[src/rtl/wo_consts.vh]
// object indices, reset values, limits and attribute codes of the wrap offset block
// assumes it is included by bare name into each design file that needs it
`ifndef WO_CONSTS_VH
`define WO_CONSTS_VH

// object indices
`define WO_IDX_ENABLE 16'h41C7
`define WO_IDX_RANGE 16'h41C9
`define WO_IDX_RATIO 16'h41CB
`define WO_IDX_STEPS 16'h41CC
`define WO_IDX_DIVS 16'h41CD
`define WO_IDX_STATUS 16'h4FF0

// reset values
`define WO_RST_ENABLE 32'h00000000
`define WO_RST_RANGE 32'h00002710
`define WO_RST_RATIO 32'h00001388
`define WO_RST_STEPS 32'h00000000
`define WO_RST_DIVS 32'h00000001

// accepted write ranges
`define WO_RATIO_MAX 32'h00002710
`define WO_DIVS_MAX 32'h1FFFFFFF
`define WO_STEPS_MIN 32'hE0000000
`define WO_STEPS_MAX 32'h1FFFFFFF

// ratio full scale, 100.00 % in 0.01 % units
`define WO_RATIO_FULL 48'h000000002710

// status bit positions
`define WO_ST_INFO 0
`define WO_ST_ALARM 1

// attribute byte: [0] writable, [2:1] pdo (0 none, 1 rx, 2 tx), [3] saved, [5:4] update class (0 A, 2 C, 3 none)
`define WO_ATTR_CLASS_C 8'h29
`define WO_ATTR_CLASS_A 8'h09
`define WO_ATTR_STATUS 8'h34

// walk pointer of the last saved object of a batch store
`define WO_NV_LAST 3'h4

`endif

[src/rtl/wo_div.v]
// unsigned restoring divider, one quotient bit per clock
// assumes start is only raised while busy is low; divide by zero gives all-ones quotient
`timescale 1ns/1ps
module wo_div #(
  parameter W = 32
) (
  input wire ref_clk_in,
  input wire nrst_in,
  input wire start_in,
  input wire [W-1:0] dividend_in,
  input wire [W-1:0] divisor_in,
  output reg busy_out,
  output reg done_out,
  output reg [W-1:0] quot_out,
  output reg [W-1:0] rem_out
);

  reg [W-1:0] dsr_q;
  reg [6:0] cnt_q;
  wire [W:0] trial = {rem_out, quot_out[W-1]} - {1'b0, dsr_q};

  // shift-subtract loop; done pulses one cycle when the last bit lands
  always @(posedge ref_clk_in or negedge nrst_in)
  begin
    if (!nrst_in)
    begin
      busy_out <= 1'b0;
      done_out <= 1'b0;
      quot_out <= {W{1'b0}};
      rem_out <= {W{1'b0}};
      dsr_q <= {W{1'b0}};
      cnt_q <= 7'h00;
    end
    else
    begin
      done_out <= 1'b0;
      if (start_in && !busy_out)
      begin
        busy_out <= 1'b1;
        quot_out <= dividend_in;
        rem_out <= {W{1'b0}};
        dsr_q <= divisor_in;
        cnt_q <= W[6:0];
      end
      else if (busy_out)
      begin
        if (!trial[W])
        begin
          rem_out <= trial[W-1:0];
          quot_out <= {quot_out[W-2:0], 1'b1};
        end
        else
        begin
          rem_out <= {rem_out[W-2:0], quot_out[W-1]};
          quot_out <= {quot_out[W-2:0], 1'b0};
        end
        cnt_q <= cnt_q - 7'h01;
        if (cnt_q == 7'h01)
        begin
          busy_out <= 1'b0;
          done_out <= 1'b1;
        end
      end
    end
  end

endmodule

[src/rtl/wo_obj_reg.v]
// one writable object: the stored value seen by the master and the active value used by the logic
// assumes writes are already range checked by the object port decoder
`timescale 1ns/1ps
module wo_obj_reg #(
  parameter [31:0] RST = 32'h00000000,
  parameter IMM = 0
) (
  input wire ref_clk_in,
  input wire nrst_in,
  input wire wr_in,
  input wire [31:0] wdata_in,
  input wire apply_in,
  output reg [31:0] stored_out,
  output reg [31:0] active_out
);

  // class A objects go live on the write, the others wait for apply
  always @(posedge ref_clk_in or negedge nrst_in)
  begin
    if (!nrst_in)
    begin
      stored_out <= RST;
      active_out <= RST;
    end
    else
    begin
      if (wr_in)
        stored_out <= wdata_in;
      if (IMM != 0 && wr_in)
        active_out <= wdata_in;
      else if (apply_in)
        active_out <= stored_out;
    end
  end

endmodule

[src/rtl/wo_top.v]
// wrap offset coordinate logic: offset range, wrap error info and alarm, division marker output
// assumes the object port, position and commands all come from logic on ref_clk_in
`timescale 1ns/1ps
`include "wo_consts.vh"

// Function
// range boundary placed relative to home by ratio then step offset
// ratio offset moves the wrap range toward negative direction
// signed step offset applied after ratio offset
// error info raised when shifted range excludes home
// pending info becomes alarm on power up or configuration
// marker asserted at each equal division boundary counted from home
// division count object accepts 1 to 536870911, default 1
// marker only while wrap enable equals 1
// read-write objects accept writes, read-only objects refuse them
// each object reports its pdo mapping attribute
// batch store copies saved objects to non-volatile memory
// class A applies at once, class C waits for configuration
// master writes ratio 0 to 10000, default 5000
// master writes step offset within signed 30-bit range, default 0
// wrapping only while enabled; invalid range raises error info
// marker pitch is range over division count, one mark at home
// error info is non-fatal; operation continues until escalated; the code outputs the raw position as soon as info is set
module wo_top (
  input wire ref_clk_in,
  input wire nrst_in,
  input wire obj_req_in,
  input wire obj_wr_in,
  input wire [15:0] obj_index_in,
  input wire [31:0] obj_wdata_in,
  input wire config_cmd_in,
  input wire nv_batch_in,
  input wire alarm_reset_in,
  input wire [31:0] pos_steps_in,
  output reg obj_ack_out,
  output reg obj_abort_out,
  output reg [31:0] obj_rdata_out,
  output reg [7:0] obj_attr_out,
  output reg nv_wr_out,
  output reg [15:0] nv_index_out,
  output reg [31:0] nv_data_out,
  output reg [31:0] wrapped_pos_out,
  output reg division_marker_output_out,
  output reg wrap_info_out,
  output reg wrap_alarm_out
);

  // ----------------------------------------
  // object port decode
  // ----------------------------------------
  localparam S_IDLE = 6'h01;
  localparam S_RSTART = 6'h02;
  localparam S_RWAIT = 6'h04;
  localparam S_PSTART = 6'h08;
  localparam S_PWAIT = 6'h10;
  localparam S_CHECK = 6'h20;

  reg [5:0] st_q;
  reg boot_q;
  reg wr_ok;
  reg [7:0] attr_d;
  reg [31:0] rdata_d;
  reg hit_d;
  wire [31:0] en_st, en_act, rng_st, rng_act, rat_st, rat_act, stp_st, stp_act, div_st, div_act;
  wire is_wr = obj_req_in && obj_wr_in;
  wire apply = config_cmd_in || boot_q;

  // range check and readback per index; a refused write never reaches storage
  always @*
  begin
    wr_ok = 1'b0;
    hit_d = 1'b1;
    rdata_d = 32'h00000000;
    attr_d = `WO_ATTR_CLASS_C;
    case (obj_index_in)
      `WO_IDX_ENABLE:
      begin
        rdata_d = en_st;
        wr_ok = (obj_wdata_in[31:1] == 31'h00000000);
      end
      `WO_IDX_RANGE:
      begin
        rdata_d = rng_st;
        wr_ok = 1'b1;
      end
      `WO_IDX_RATIO:
      begin
        rdata_d = rat_st;
        wr_ok = (obj_wdata_in <= `WO_RATIO_MAX);
      end
      `WO_IDX_STEPS:
      begin
        rdata_d = stp_st;
        wr_ok = ($signed(obj_wdata_in) >= $signed(`WO_STEPS_MIN)) &&
                ($signed(obj_wdata_in) <= $signed(`WO_STEPS_MAX));
      end
      `WO_IDX_DIVS:
      begin
        // division count limits
        rdata_d = div_st;
        attr_d = `WO_ATTR_CLASS_A;
        wr_ok = (obj_wdata_in != 32'h00000000) && (obj_wdata_in <= `WO_DIVS_MAX);
      end
      `WO_IDX_STATUS:
      begin
        // tx mapping attribute
        rdata_d = 32'h00000000;
        rdata_d[`WO_ST_INFO] = wrap_info_out;
        rdata_d[`WO_ST_ALARM] = wrap_alarm_out;
        attr_d = `WO_ATTR_STATUS;
      end
      default:
      begin
        hit_d = 1'b0;
        attr_d = 8'h00;
      end
    endcase
  end

  wire we_ok = is_wr && wr_ok;
  wire we_en = we_ok && obj_index_in == `WO_IDX_ENABLE;
  wire we_rng = we_ok && obj_index_in == `WO_IDX_RANGE;
  wire we_rat = we_ok && obj_index_in == `WO_IDX_RATIO;
  wire we_stp = we_ok && obj_index_in == `WO_IDX_STEPS;
  wire we_div = we_ok && obj_index_in == `WO_IDX_DIVS;

  // answer one cycle after the request; abort for unmapped, read-only or out-of-range writes
  always @(posedge ref_clk_in or negedge nrst_in)
  begin
    if (!nrst_in)
    begin
      obj_ack_out <= 1'b0;
      obj_abort_out <= 1'b0;
      obj_rdata_out <= 32'h00000000;
      obj_attr_out <= 8'h00;
    end
    else
    begin
      // read-only refusal
      obj_ack_out <= obj_req_in && hit_d && (!obj_wr_in || wr_ok);
      obj_abort_out <= obj_req_in && (!hit_d || (obj_wr_in && !wr_ok));
      obj_rdata_out <= (obj_req_in && !obj_wr_in) ? rdata_d : 32'h00000000;
      obj_attr_out <= obj_req_in ? attr_d : 8'h00;
    end
  end

  // ----------------------------------------
  // object storage
  // ----------------------------------------
  // class C objects apply on configuration
  wo_obj_reg #(.RST(`WO_RST_ENABLE), .IMM(0)) u_en (.ref_clk_in(ref_clk_in), .nrst_in(nrst_in),
    .wr_in(we_en), .wdata_in(obj_wdata_in), .apply_in(apply), .stored_out(en_st), .active_out(en_act));
  wo_obj_reg #(.RST(`WO_RST_RANGE), .IMM(0)) u_rng (.ref_clk_in(ref_clk_in), .nrst_in(nrst_in),
    .wr_in(we_rng), .wdata_in(obj_wdata_in), .apply_in(apply), .stored_out(rng_st), .active_out(rng_act));
  wo_obj_reg #(.RST(`WO_RST_RATIO), .IMM(0)) u_rat (.ref_clk_in(ref_clk_in), .nrst_in(nrst_in),
    .wr_in(we_rat), .wdata_in(obj_wdata_in), .apply_in(apply), .stored_out(rat_st), .active_out(rat_act));
  wo_obj_reg #(.RST(`WO_RST_STEPS), .IMM(0)) u_stp (.ref_clk_in(ref_clk_in), .nrst_in(nrst_in),
    .wr_in(we_stp), .wdata_in(obj_wdata_in), .apply_in(apply), .stored_out(stp_st), .active_out(stp_act));
  // class A applies at once
  wo_obj_reg #(.RST(`WO_RST_DIVS), .IMM(1)) u_div (.ref_clk_in(ref_clk_in), .nrst_in(nrst_in),
    .wr_in(we_div), .wdata_in(obj_wdata_in), .apply_in(apply), .stored_out(div_st), .active_out(div_act));

  // ----------------------------------------
  // configuration pass
  // ----------------------------------------
  reg [31:0] lower_q;
  reg [31:0] pitch_q;
  reg div_dirty_q;
  reg cfg_pend_q;
  reg boot_pass_q;
  wire cfg_done;
  wire [47:0] cfg_quot;
  wire [47:0] ratio_prod = {16'h0000, rng_act} * {34'h000000000, rat_act[13:0]};
  wire cfg_start = (st_q == S_RSTART) || (st_q == S_PSTART);
  wire [47:0] cfg_dividend = (st_q == S_RSTART) ? ratio_prod : {16'h0000, rng_act};
  wire [47:0] cfg_divisor = (st_q == S_RSTART) ? `WO_RATIO_FULL : {16'h0000, div_act};

  wo_div #(.W(48)) u_cfg_div (.ref_clk_in(ref_clk_in), .nrst_in(nrst_in), .start_in(cfg_start),
    .dividend_in(cfg_dividend), .divisor_in(cfg_divisor), .busy_out(), .done_out(cfg_done),
    .quot_out(cfg_quot), .rem_out());

  // home lies inside [lower, lower + range) only when lower <= 0 < lower + range
  wire [32:0] upper = {lower_q[31], lower_q} + {1'b0, rng_act};
  wire home_in = (lower_q[31] || lower_q == 32'h00000000) && !upper[32] && (upper != 33'h000000000);
  // enabled range validity
  wire bad_cfg = en_act[0] && ((rng_act == 32'h00000000) || !home_in);

  // sequence: ratio offset, then marker pitch, then the home check
  always @(posedge ref_clk_in or negedge nrst_in)
  begin
    if (!nrst_in)
    begin
      st_q <= S_IDLE;
      boot_q <= 1'b1;
      lower_q <= 32'h00000000;
      pitch_q <= 32'h00000000;
      div_dirty_q <= 1'b0;
      cfg_pend_q <= 1'b0;
      boot_pass_q <= 1'b1;
      wrap_info_out <= 1'b0;
      wrap_alarm_out <= 1'b0;
    end
    else
    begin
      boot_q <= 1'b0;
      // a configuration landing during a pass reruns it once the pass is over
      cfg_pend_q <= (apply || cfg_pend_q) && (st_q != S_IDLE);
      case (st_q)
        S_IDLE:
        begin
          if (apply || cfg_pend_q)
            st_q <= S_RSTART;
          else if (div_dirty_q)
          begin
            div_dirty_q <= 1'b0;
            st_q <= S_PSTART;
          end
        end
        S_RSTART:
          st_q <= S_RWAIT;
        S_RWAIT:
        begin
          if (cfg_done)
          begin
            // ratio moves range negative
            // step offset after ratio
            lower_q <= stp_act - cfg_quot[31:0];
            st_q <= S_PSTART;
          end
        end
        S_PSTART:
          st_q <= S_PWAIT;
        S_PWAIT:
        begin
          if (cfg_done)
          begin
            // pitch is range over count
            pitch_q <= (div_act > rng_act) ? 32'h00000000 : cfg_quot[31:0];
            st_q <= S_CHECK;
          end
        end
        S_CHECK:
          st_q <= S_IDLE;
        default:
          st_q <= S_IDLE;
      endcase
      // set after the case so a write in the consuming cycle is not lost
      if (we_div)
        div_dirty_q <= 1'b1;
      // the first pass after reset stands for the power-up check
      if (st_q == S_CHECK)
        boot_pass_q <= 1'b0;
      // info follows the home check
      if (st_q == S_CHECK)
        wrap_info_out <= bad_cfg;
      // escalate pending info; set wins over reset
      if ((config_cmd_in && wrap_info_out) || (boot_q && wrap_info_out))
        wrap_alarm_out <= 1'b1;
      else if (st_q == S_CHECK && bad_cfg && boot_pass_q)
        wrap_alarm_out <= 1'b1;
      else if (alarm_reset_in && !wrap_info_out)
        wrap_alarm_out <= 1'b0;
    end
  end

  // ----------------------------------------
  // wrapped coordinate and marker
  // ----------------------------------------
  // boundary at lower_q, home referenced
  wire [32:0] rel = {pos_steps_in[31], pos_steps_in} - {lower_q[31], lower_q};
  wire [32:0] rel_abs = rel[32] ? (33'h000000000 - rel) : rel;
  wire [31:0] pos_abs = pos_steps_in[31] ? (32'h00000000 - pos_steps_in) : pos_steps_in;
  wire w_busy, w_done, m_busy, m_done;
  wire [32:0] w_rem;
  wire [31:0] m_rem;
  reg w_neg_q;
  reg [31:0] w_pos_q;

  // samplers restart as soon as they are idle; a sample lags the position by about 34 cycles
  wo_div #(.W(33)) u_wrap_div (.ref_clk_in(ref_clk_in), .nrst_in(nrst_in), .start_in(!w_busy),
    .dividend_in(rel_abs), .divisor_in({1'b0, rng_act}), .busy_out(w_busy), .done_out(w_done),
    .quot_out(), .rem_out(w_rem));
  wo_div #(.W(32)) u_mark_div (.ref_clk_in(ref_clk_in), .nrst_in(nrst_in), .start_in(!m_busy),
    .dividend_in(pos_abs), .divisor_in(pitch_q), .busy_out(m_busy), .done_out(m_done),
    .quot_out(), .rem_out(m_rem));

  wire [31:0] w_off = (w_neg_q && w_rem != 33'h000000000) ? (rng_act - w_rem[31:0]) : w_rem[31:0];

  // remember the sample's sign and raw value next to the running division
  always @(posedge ref_clk_in or negedge nrst_in)
  begin
    if (!nrst_in)
    begin
      w_neg_q <= 1'b0;
      w_pos_q <= 32'h00000000;
      wrapped_pos_out <= 32'h00000000;
      division_marker_output_out <= 1'b0;
    end
    else
    begin
      if (!w_busy)
      begin
        w_neg_q <= rel[32];
        w_pos_q <= pos_steps_in;
      end
      // wrap only when enabled; R17: info alone stops wrapping and passes the raw position
      if (w_done)
        wrapped_pos_out <= (en_act[0] && !wrap_info_out) ? (lower_q + w_off) : w_pos_q;
      // mark on each pitch multiple; R8: only when enabled
      if (m_done)
        division_marker_output_out <= en_act[0] && (pitch_q != 32'h00000000) && (m_rem == 32'h00000000);
    end
  end

  // ----------------------------------------
  // batch non-volatile store
  // ----------------------------------------
  reg nv_busy_q;
  reg [2:0] nv_ptr_q;
  reg [15:0] nv_idx_d;
  reg [31:0] nv_dat_d;

  // saved objects in walk order; status is not saved
  always @*
  begin
    nv_idx_d = `WO_IDX_ENABLE;
    nv_dat_d = en_st;
    case (nv_ptr_q)
      3'h1:
      begin
        nv_idx_d = `WO_IDX_RANGE;
        nv_dat_d = rng_st;
      end
      3'h2:
      begin
        nv_idx_d = `WO_IDX_RATIO;
        nv_dat_d = rat_st;
      end
      3'h3:
      begin
        nv_idx_d = `WO_IDX_STEPS;
        nv_dat_d = stp_st;
      end
      3'h4:
      begin
        nv_idx_d = `WO_IDX_DIVS;
        nv_dat_d = div_st;
      end
      default:
      begin
        nv_idx_d = `WO_IDX_ENABLE;
        nv_dat_d = en_st;
      end
    endcase
  end

  // one saved object per cycle
  always @(posedge ref_clk_in or negedge nrst_in)
  begin
    if (!nrst_in)
    begin
      nv_busy_q <= 1'b0;
      nv_ptr_q <= 3'h0;
      nv_wr_out <= 1'b0;
      nv_index_out <= 16'h0000;
      nv_data_out <= 32'h00000000;
    end
    else
    begin
      nv_wr_out <= nv_busy_q;
      if (nv_busy_q)
      begin
        nv_index_out <= nv_idx_d;
        nv_data_out <= nv_dat_d;
        nv_ptr_q <= nv_ptr_q + 3'h1;
        if (nv_ptr_q == `WO_NV_LAST)
          nv_busy_q <= 1'b0;
      end
      else if (nv_batch_in)
      begin
        nv_busy_q <= 1'b1;
        nv_ptr_q <= 3'h0;
      end
    end
  end

endmodule

[config.mk]
export PLATFORM = sky130hd
export DESIGN_NAME = wo_top
export DESIGN_NICKNAME = d
export VERILOG_FILES = /design/src/rtl/wo_div.v /design/src/rtl/wo_obj_reg.v /design/src/rtl/wo_top.v
export VERILOG_INCLUDE_DIRS = /design/src /design/src/rtl
export SDC_FILE = /design/constraint.sdc
export NUM_CORES = 2
export LEC_CHECK = 0
export BUFFER_PORTS_ARGS = -buffer_cell sky130_fd_sc_hd__buf_2
export CAP_MARGIN = 20
export CELL_PAD_IN_SITES_DETAIL_PLACEMENT = 0
export CELL_PAD_IN_SITES_GLOBAL_PLACEMENT = 2
export CORE_MARGIN = 2
export CORE_UTILIZATION = 40
export DETAILED_ROUTE_END_ITERATION = 6
export MAX_ROUTING_LAYER = met4
export PLACE_DENSITY_LB_ADDON = 0.1
export SYNTH_ARGS = -nofsm -noshare
export SYNTH_HDL_FRONTEND = slang
export SYNTH_SLANG_ARGS = --single-unit
[constraint.sdc]
create_clock -name ref_clk_in -period 7.67 [get_ports ref_clk_in]
set_input_delay 1.1505 -clock ref_clk_in [delete_from_list [all_inputs] [get_ports ref_clk_in]]
set_output_delay 1.1505 -clock ref_clk_in [all_outputs]
set_load 0.02 [all_outputs]
==> results by group <==
Routing
  – DRT Wirelength: between 200 and 250 mm
  – Final ANT Viol Nets: 0
  – Via count: about 54k
  – DRC: 2
  – Vias per cell: between 5 and 6
  – Drt first pass iters: 7
  – DRT iter0 DRCs: 4748
  – WL per Instance: roughly 25 um

Synth
  – Cell taking the most area after synthesis: dfrtp_1
  – Yosys top cell area share: 0.315
  – Most used DFF post-synth: dfrtp_1
  – Synth Warn #: 0
  – Mapped Area: about 65000 um2
  – Number of synthesized register bits: around 840
  – Yosys cell types: 96
  – Post-synth ARST share: 1.00
  – Synthesized area per cell: ~9.0 um2
  – Post-synth EDFFs: 0
  – Post-synthesis cell count: 7173
  – Sequential share of the synthesized area: 0.325
  – Top cells by area, synth: dfrtp_1, fa_1, ha_1

Power
  – Static leakage: ~34 nW
  – Total power: 0.0203 W
  – Power Density: approximately 280 nW/um2
  – Max VDD drop: 224 uV

Clocking
  – Setup bufs post-CTS: 0
  – Root buffer selected by CTS: clkbuf_16
  – CTS Sinks: ~840
  – Skew-Pair Late Insertion Delay: a little under 0.8 ns
  – Longest Clk Path Bufs: 3
  – CTS tree: yes
  – Total CTS buffers: 103
  – H-tree level count: 3
  – Clk slew on worst S/H paths: around 0.060 ns

Worst setup path
  – CP max-delay cell: dfrtp_1
  – Crit start category: register
  – Crit path capture type: register
  – CP delay by family, top: adder cells
  – WS Path Type: register to register
  – Crit path DAT: between 7 and 8 ns
  – Reg2reg start: u_rng.active_out[7]
  – Reg2reg setup slack: ~0.43 ns
  – Reg2reg path depth: 25
  – Critical path peak fanout: 12
  – FF-to-FF End: u_cfg_div.quot_out[30]
  – Worst Path Required: ~8.3 ns
  – Buf+Inv Stages, Crit Path: 6
  – Crit-path max cell delay: around 0.56 ns

Timing
  – Slew at the pin closest to its max-slew limit: 1.02 ns
  – Setup TNS: 0 ns
  – Final Max Tran Viols: 0
  – Final Hold Vio Count: 0
  – RSZ-0062 raised after global routing: false
  – Period minus WS final: approximately 7.2 ns
  – Final worst-path cycle share: 0.944
  – Clock Skew: 0.106 ns
  – Max Clock Freq: ~0.14 GHz
  – Slew Limit Headroom: 0.317
  – Final Setup Violations: 0
  – PnR worst setup slack: around 0.43 ns

Cells and area
  – Register Area: roughly 21000 um2
  – Multi-input logic area: between 30000 and 40000 um2
  – Fillers: 16.0k
  – Number of non-filler instances in the completed layout: between 9k and 10k
  – Layout cells sized above 1: 0.114
  – Synthesis-to-finish area growth: 11.5%
  – Design area: between 70000 and 80000 um2
  – Post-layout net count: roughly 8k

Floorplan
  – Core area: 161000 um2
  – IO Count: around 210
  – Die Area: approximately 170000 um2
  – Initial core utilization: 0.403
  – Num rows: ~150
  – Die Y: ~410 um
  – Die W: slightly above 400 um

Global routing
  – Gr busiest metal: met2
  – Antenna violations before repair: 12
  – First-pass GRT wire length: 358 mm
  – M1 GR Usage: 0.406
  – GRT Util Overall: 0.298
  – Largest net degree at the start of global routing: approximately 150
  – Met3 Use GR: 0.0359
  – Global route overflow: 0
  – GR Util met2: 0.467
  – Vias in the first global route: around 53k

Place
  – RD Place Congestion: between 0.9 and 1
  – Post-DP HPWL: 184 mm
  – Setup WS pre-CTS: 0.417 ns
  – Inst Count DP: ~9.3k
  – I/O Buffers: 201
  – Placed instance area: 68500 um2

Run status
  – Outcome: finished, violations left
  – Failing checks: DRC

Worst hold path
  – Worst hold path type: input pin to asynchronous set/reset pin

Flow run
  – Max Cap Violations: 0
==> timing repair <==
item,4_1_cts,5_1_grt
gates resized for setup,0,1
setup endpoints to repair,0,1
endpoints found under the hold margin,0,0
hold buffers,0,0
==> metal layers <==
metal | up-vias | part of all wire
met5 | - | 0
met2 | 1530 | 0.46
met4 | 0 | 0.031
met1 | 27200 | 0.46
met3 | 291 | 0.053
li1 | 25000 | -
==> cells by family (layout without fill, tap and decap cells) <==
logic type,after synthesis,in the layout,synth area share
XOR/XNOR,295,295,0.0398
AO/OA/AOI/OAI,1721,1721,0.170
adder cells (fa/ha/maj),773,773,0.191
multiplexers,303,303,0.0508
flip-flops,841,841,0.325
buffers and inverters,1079,1256,0.0639
AND/OR/NAND/NOR,2160,2160,0.160
other,1,17,0.0000578
==> worst max path at each step <==
stage,start,end,slack [ns],cells past startpoint
after global routing,u_rng.active_out[7],u_cfg_div.quot_out[30],0.05,25
after detailed placement,u_rng.active_out[7],u_cfg_div.quot_out[44],0.42,24
final,u_rng.active_out[7],u_cfg_div.quot_out[30],0.43,25
after floorplan,u_rat.active_out[12],u_cfg_div.quot_out[44],1.09,22
after CTS,u_rng.active_out[7],u_cfg_div.quot_out[44],0.39,25
after global placement,u_rng.active_out[7],u_cfg_div.quot_out[44],0.43,25
==> registers in the layout (all words and copies together), names as in the netlist, 32 cells and up <==
| register | flops |
|---|---|
| u_mark_div.rem_out | 32 |
| u_div.stored_out | 32 |
| lower_q | 32 |
| u_mark_div.quot_out | 32 |
| wrapped_pos_out | 32 |
| w_pos_q | 32 |
| u_rng.active_out | 32 |
| u_stp.active_out | 32 |
| u_en.stored_out | 32 |
| u_wrap_div.dsr_q | 32 |
| u_wrap_div.rem_out | 33 |
| u_div.active_out | 32 |
| u_rng.stored_out | 32 |
| nv_data_out | 32 |
| u_cfg_div.rem_out | 48 |
| pitch_q | 32 |
| u_cfg_div.dsr_q | 32 |
| u_rat.stored_out | 32 |
| u_mark_div.dsr_q | 32 |
| u_stp.stored_out | 32 |
| u_wrap_div.quot_out | 33 |
| u_cfg_div.quot_out | 48 |
| obj_rdata_out | 32 |
==> power by group <==
part	internal, W	switching (W)
clock	0.00327	0.00223
combinational	0.00338	0.00530
sequential	0.00521	0.000928
==> area by class of cell <==
| class | count | share of cell area |
|---|---|---|
| Antenna cell | 5 | 0.000173 |
| Clock buffer | 141 | 0.0404 |
| Clock inverter | 53 | 0.0124 |
| Inverter | 716 | 0.0372 |
| Multi-Input combinational cell | 5264 | 0.550 |
| Sequential cell | 841 | 0.292 |
| Tap cell | 2160 | 0.0374 |
| Timing Repair Buffer | 346 | 0.0305 |
==> synthesized netlist by cell type, drive strengths merged, types with 36 or more instances <==
| cell type | instances |
|---|---|
| a211oi | 60 |
| a21o | 129 |
| a21oi | 414 |
| a22oi | 101 |
| a31oi | 45 |
| a41oi | 36 |
| and2 | 223 |
| and3 | 40 |
| buf | 43 |
| clkbuf | 320 |
| dfrtp | 816 |
| fa | 365 |
| ha | 408 |
| inv | 715 |
| mux2 | 208 |
| mux2i | 95 |
| nand2 | 913 |
| nand2b | 45 |
| nand3 | 138 |
| nand4 | 59 |
| nor2 | 330 |
| nor2b | 96 |
| nor3 | 92 |
| nor4 | 72 |
| o211ai | 41 |
| o21a | 58 |
| o21ai | 494 |
| o21bai | 37 |
| o31ai | 63 |
| or3 | 45 |
| xnor2 | 172 |
| xor2 | 123 |
==> worst reg2reg max path, cell delays in order (launching register included) <==
cell,delay [ns]
dfrtp_1,0.56
and2_1,0.27
fa_1,0.49
inv_1,0.06
fa_1,0.54
inv_1,0.05
fa_1,0.50
inv_1,0.05
fa_1,0.47
inv_1,0.05
fa_1,0.54
inv_1,0.06
fa_1,0.53
inv_1,0.04
ha_1,0.35
a211oi_1,0.24
nor2_1,0.10
o2111ai_1,0.27
a31oi_1,0.25
o21ai_0,0.25
nand2b_1,0.15
a311o_1,0.42
a221oi_1,0.32
xnor2_1,0.20
mux2i_1,0.12
a221oi_1,0.28
==> layout by cell type (no fill, tap or decap), drive strengths merged, types with 36 or more instances in the layout <==
cell    netlist  layout
a211oi       60      60
a21o        129     129
a21oi       414     414
a22oi       101     101
a31oi        45      45
a41oi        36      36
and2        223     223
and3         40      40
buf          43     346
clkbuf      320     141
dfrtp       816     816
fa          365     365
ha          408     408
inv         715     719
mux2        208     208
mux2i        95      95
nand2       913     913
nand2b       45      45
nand3       138     138
nand4        59      59
nor2        330     330
nor2b        96      96
nor3         92      92
nor4         72      72
o211ai       41      41
o21a         58      58
o21ai       494     494
o21bai       37      37
o31ai        63      63
or3          45      45
xnor2       172     172
xor2        123     123
==> metrics by stage <==
step / hold WS, ns / util
after floorplan: 0.352 / -
after global placement: 0.436 / 0.426
after detailed placement: 0.441 / 0.426
after CTS: 0.380 / 0.450
after global routing: 0.414 / 0.450
final: 0.367 / 0.450
Power figures use the tool's default switching activity.
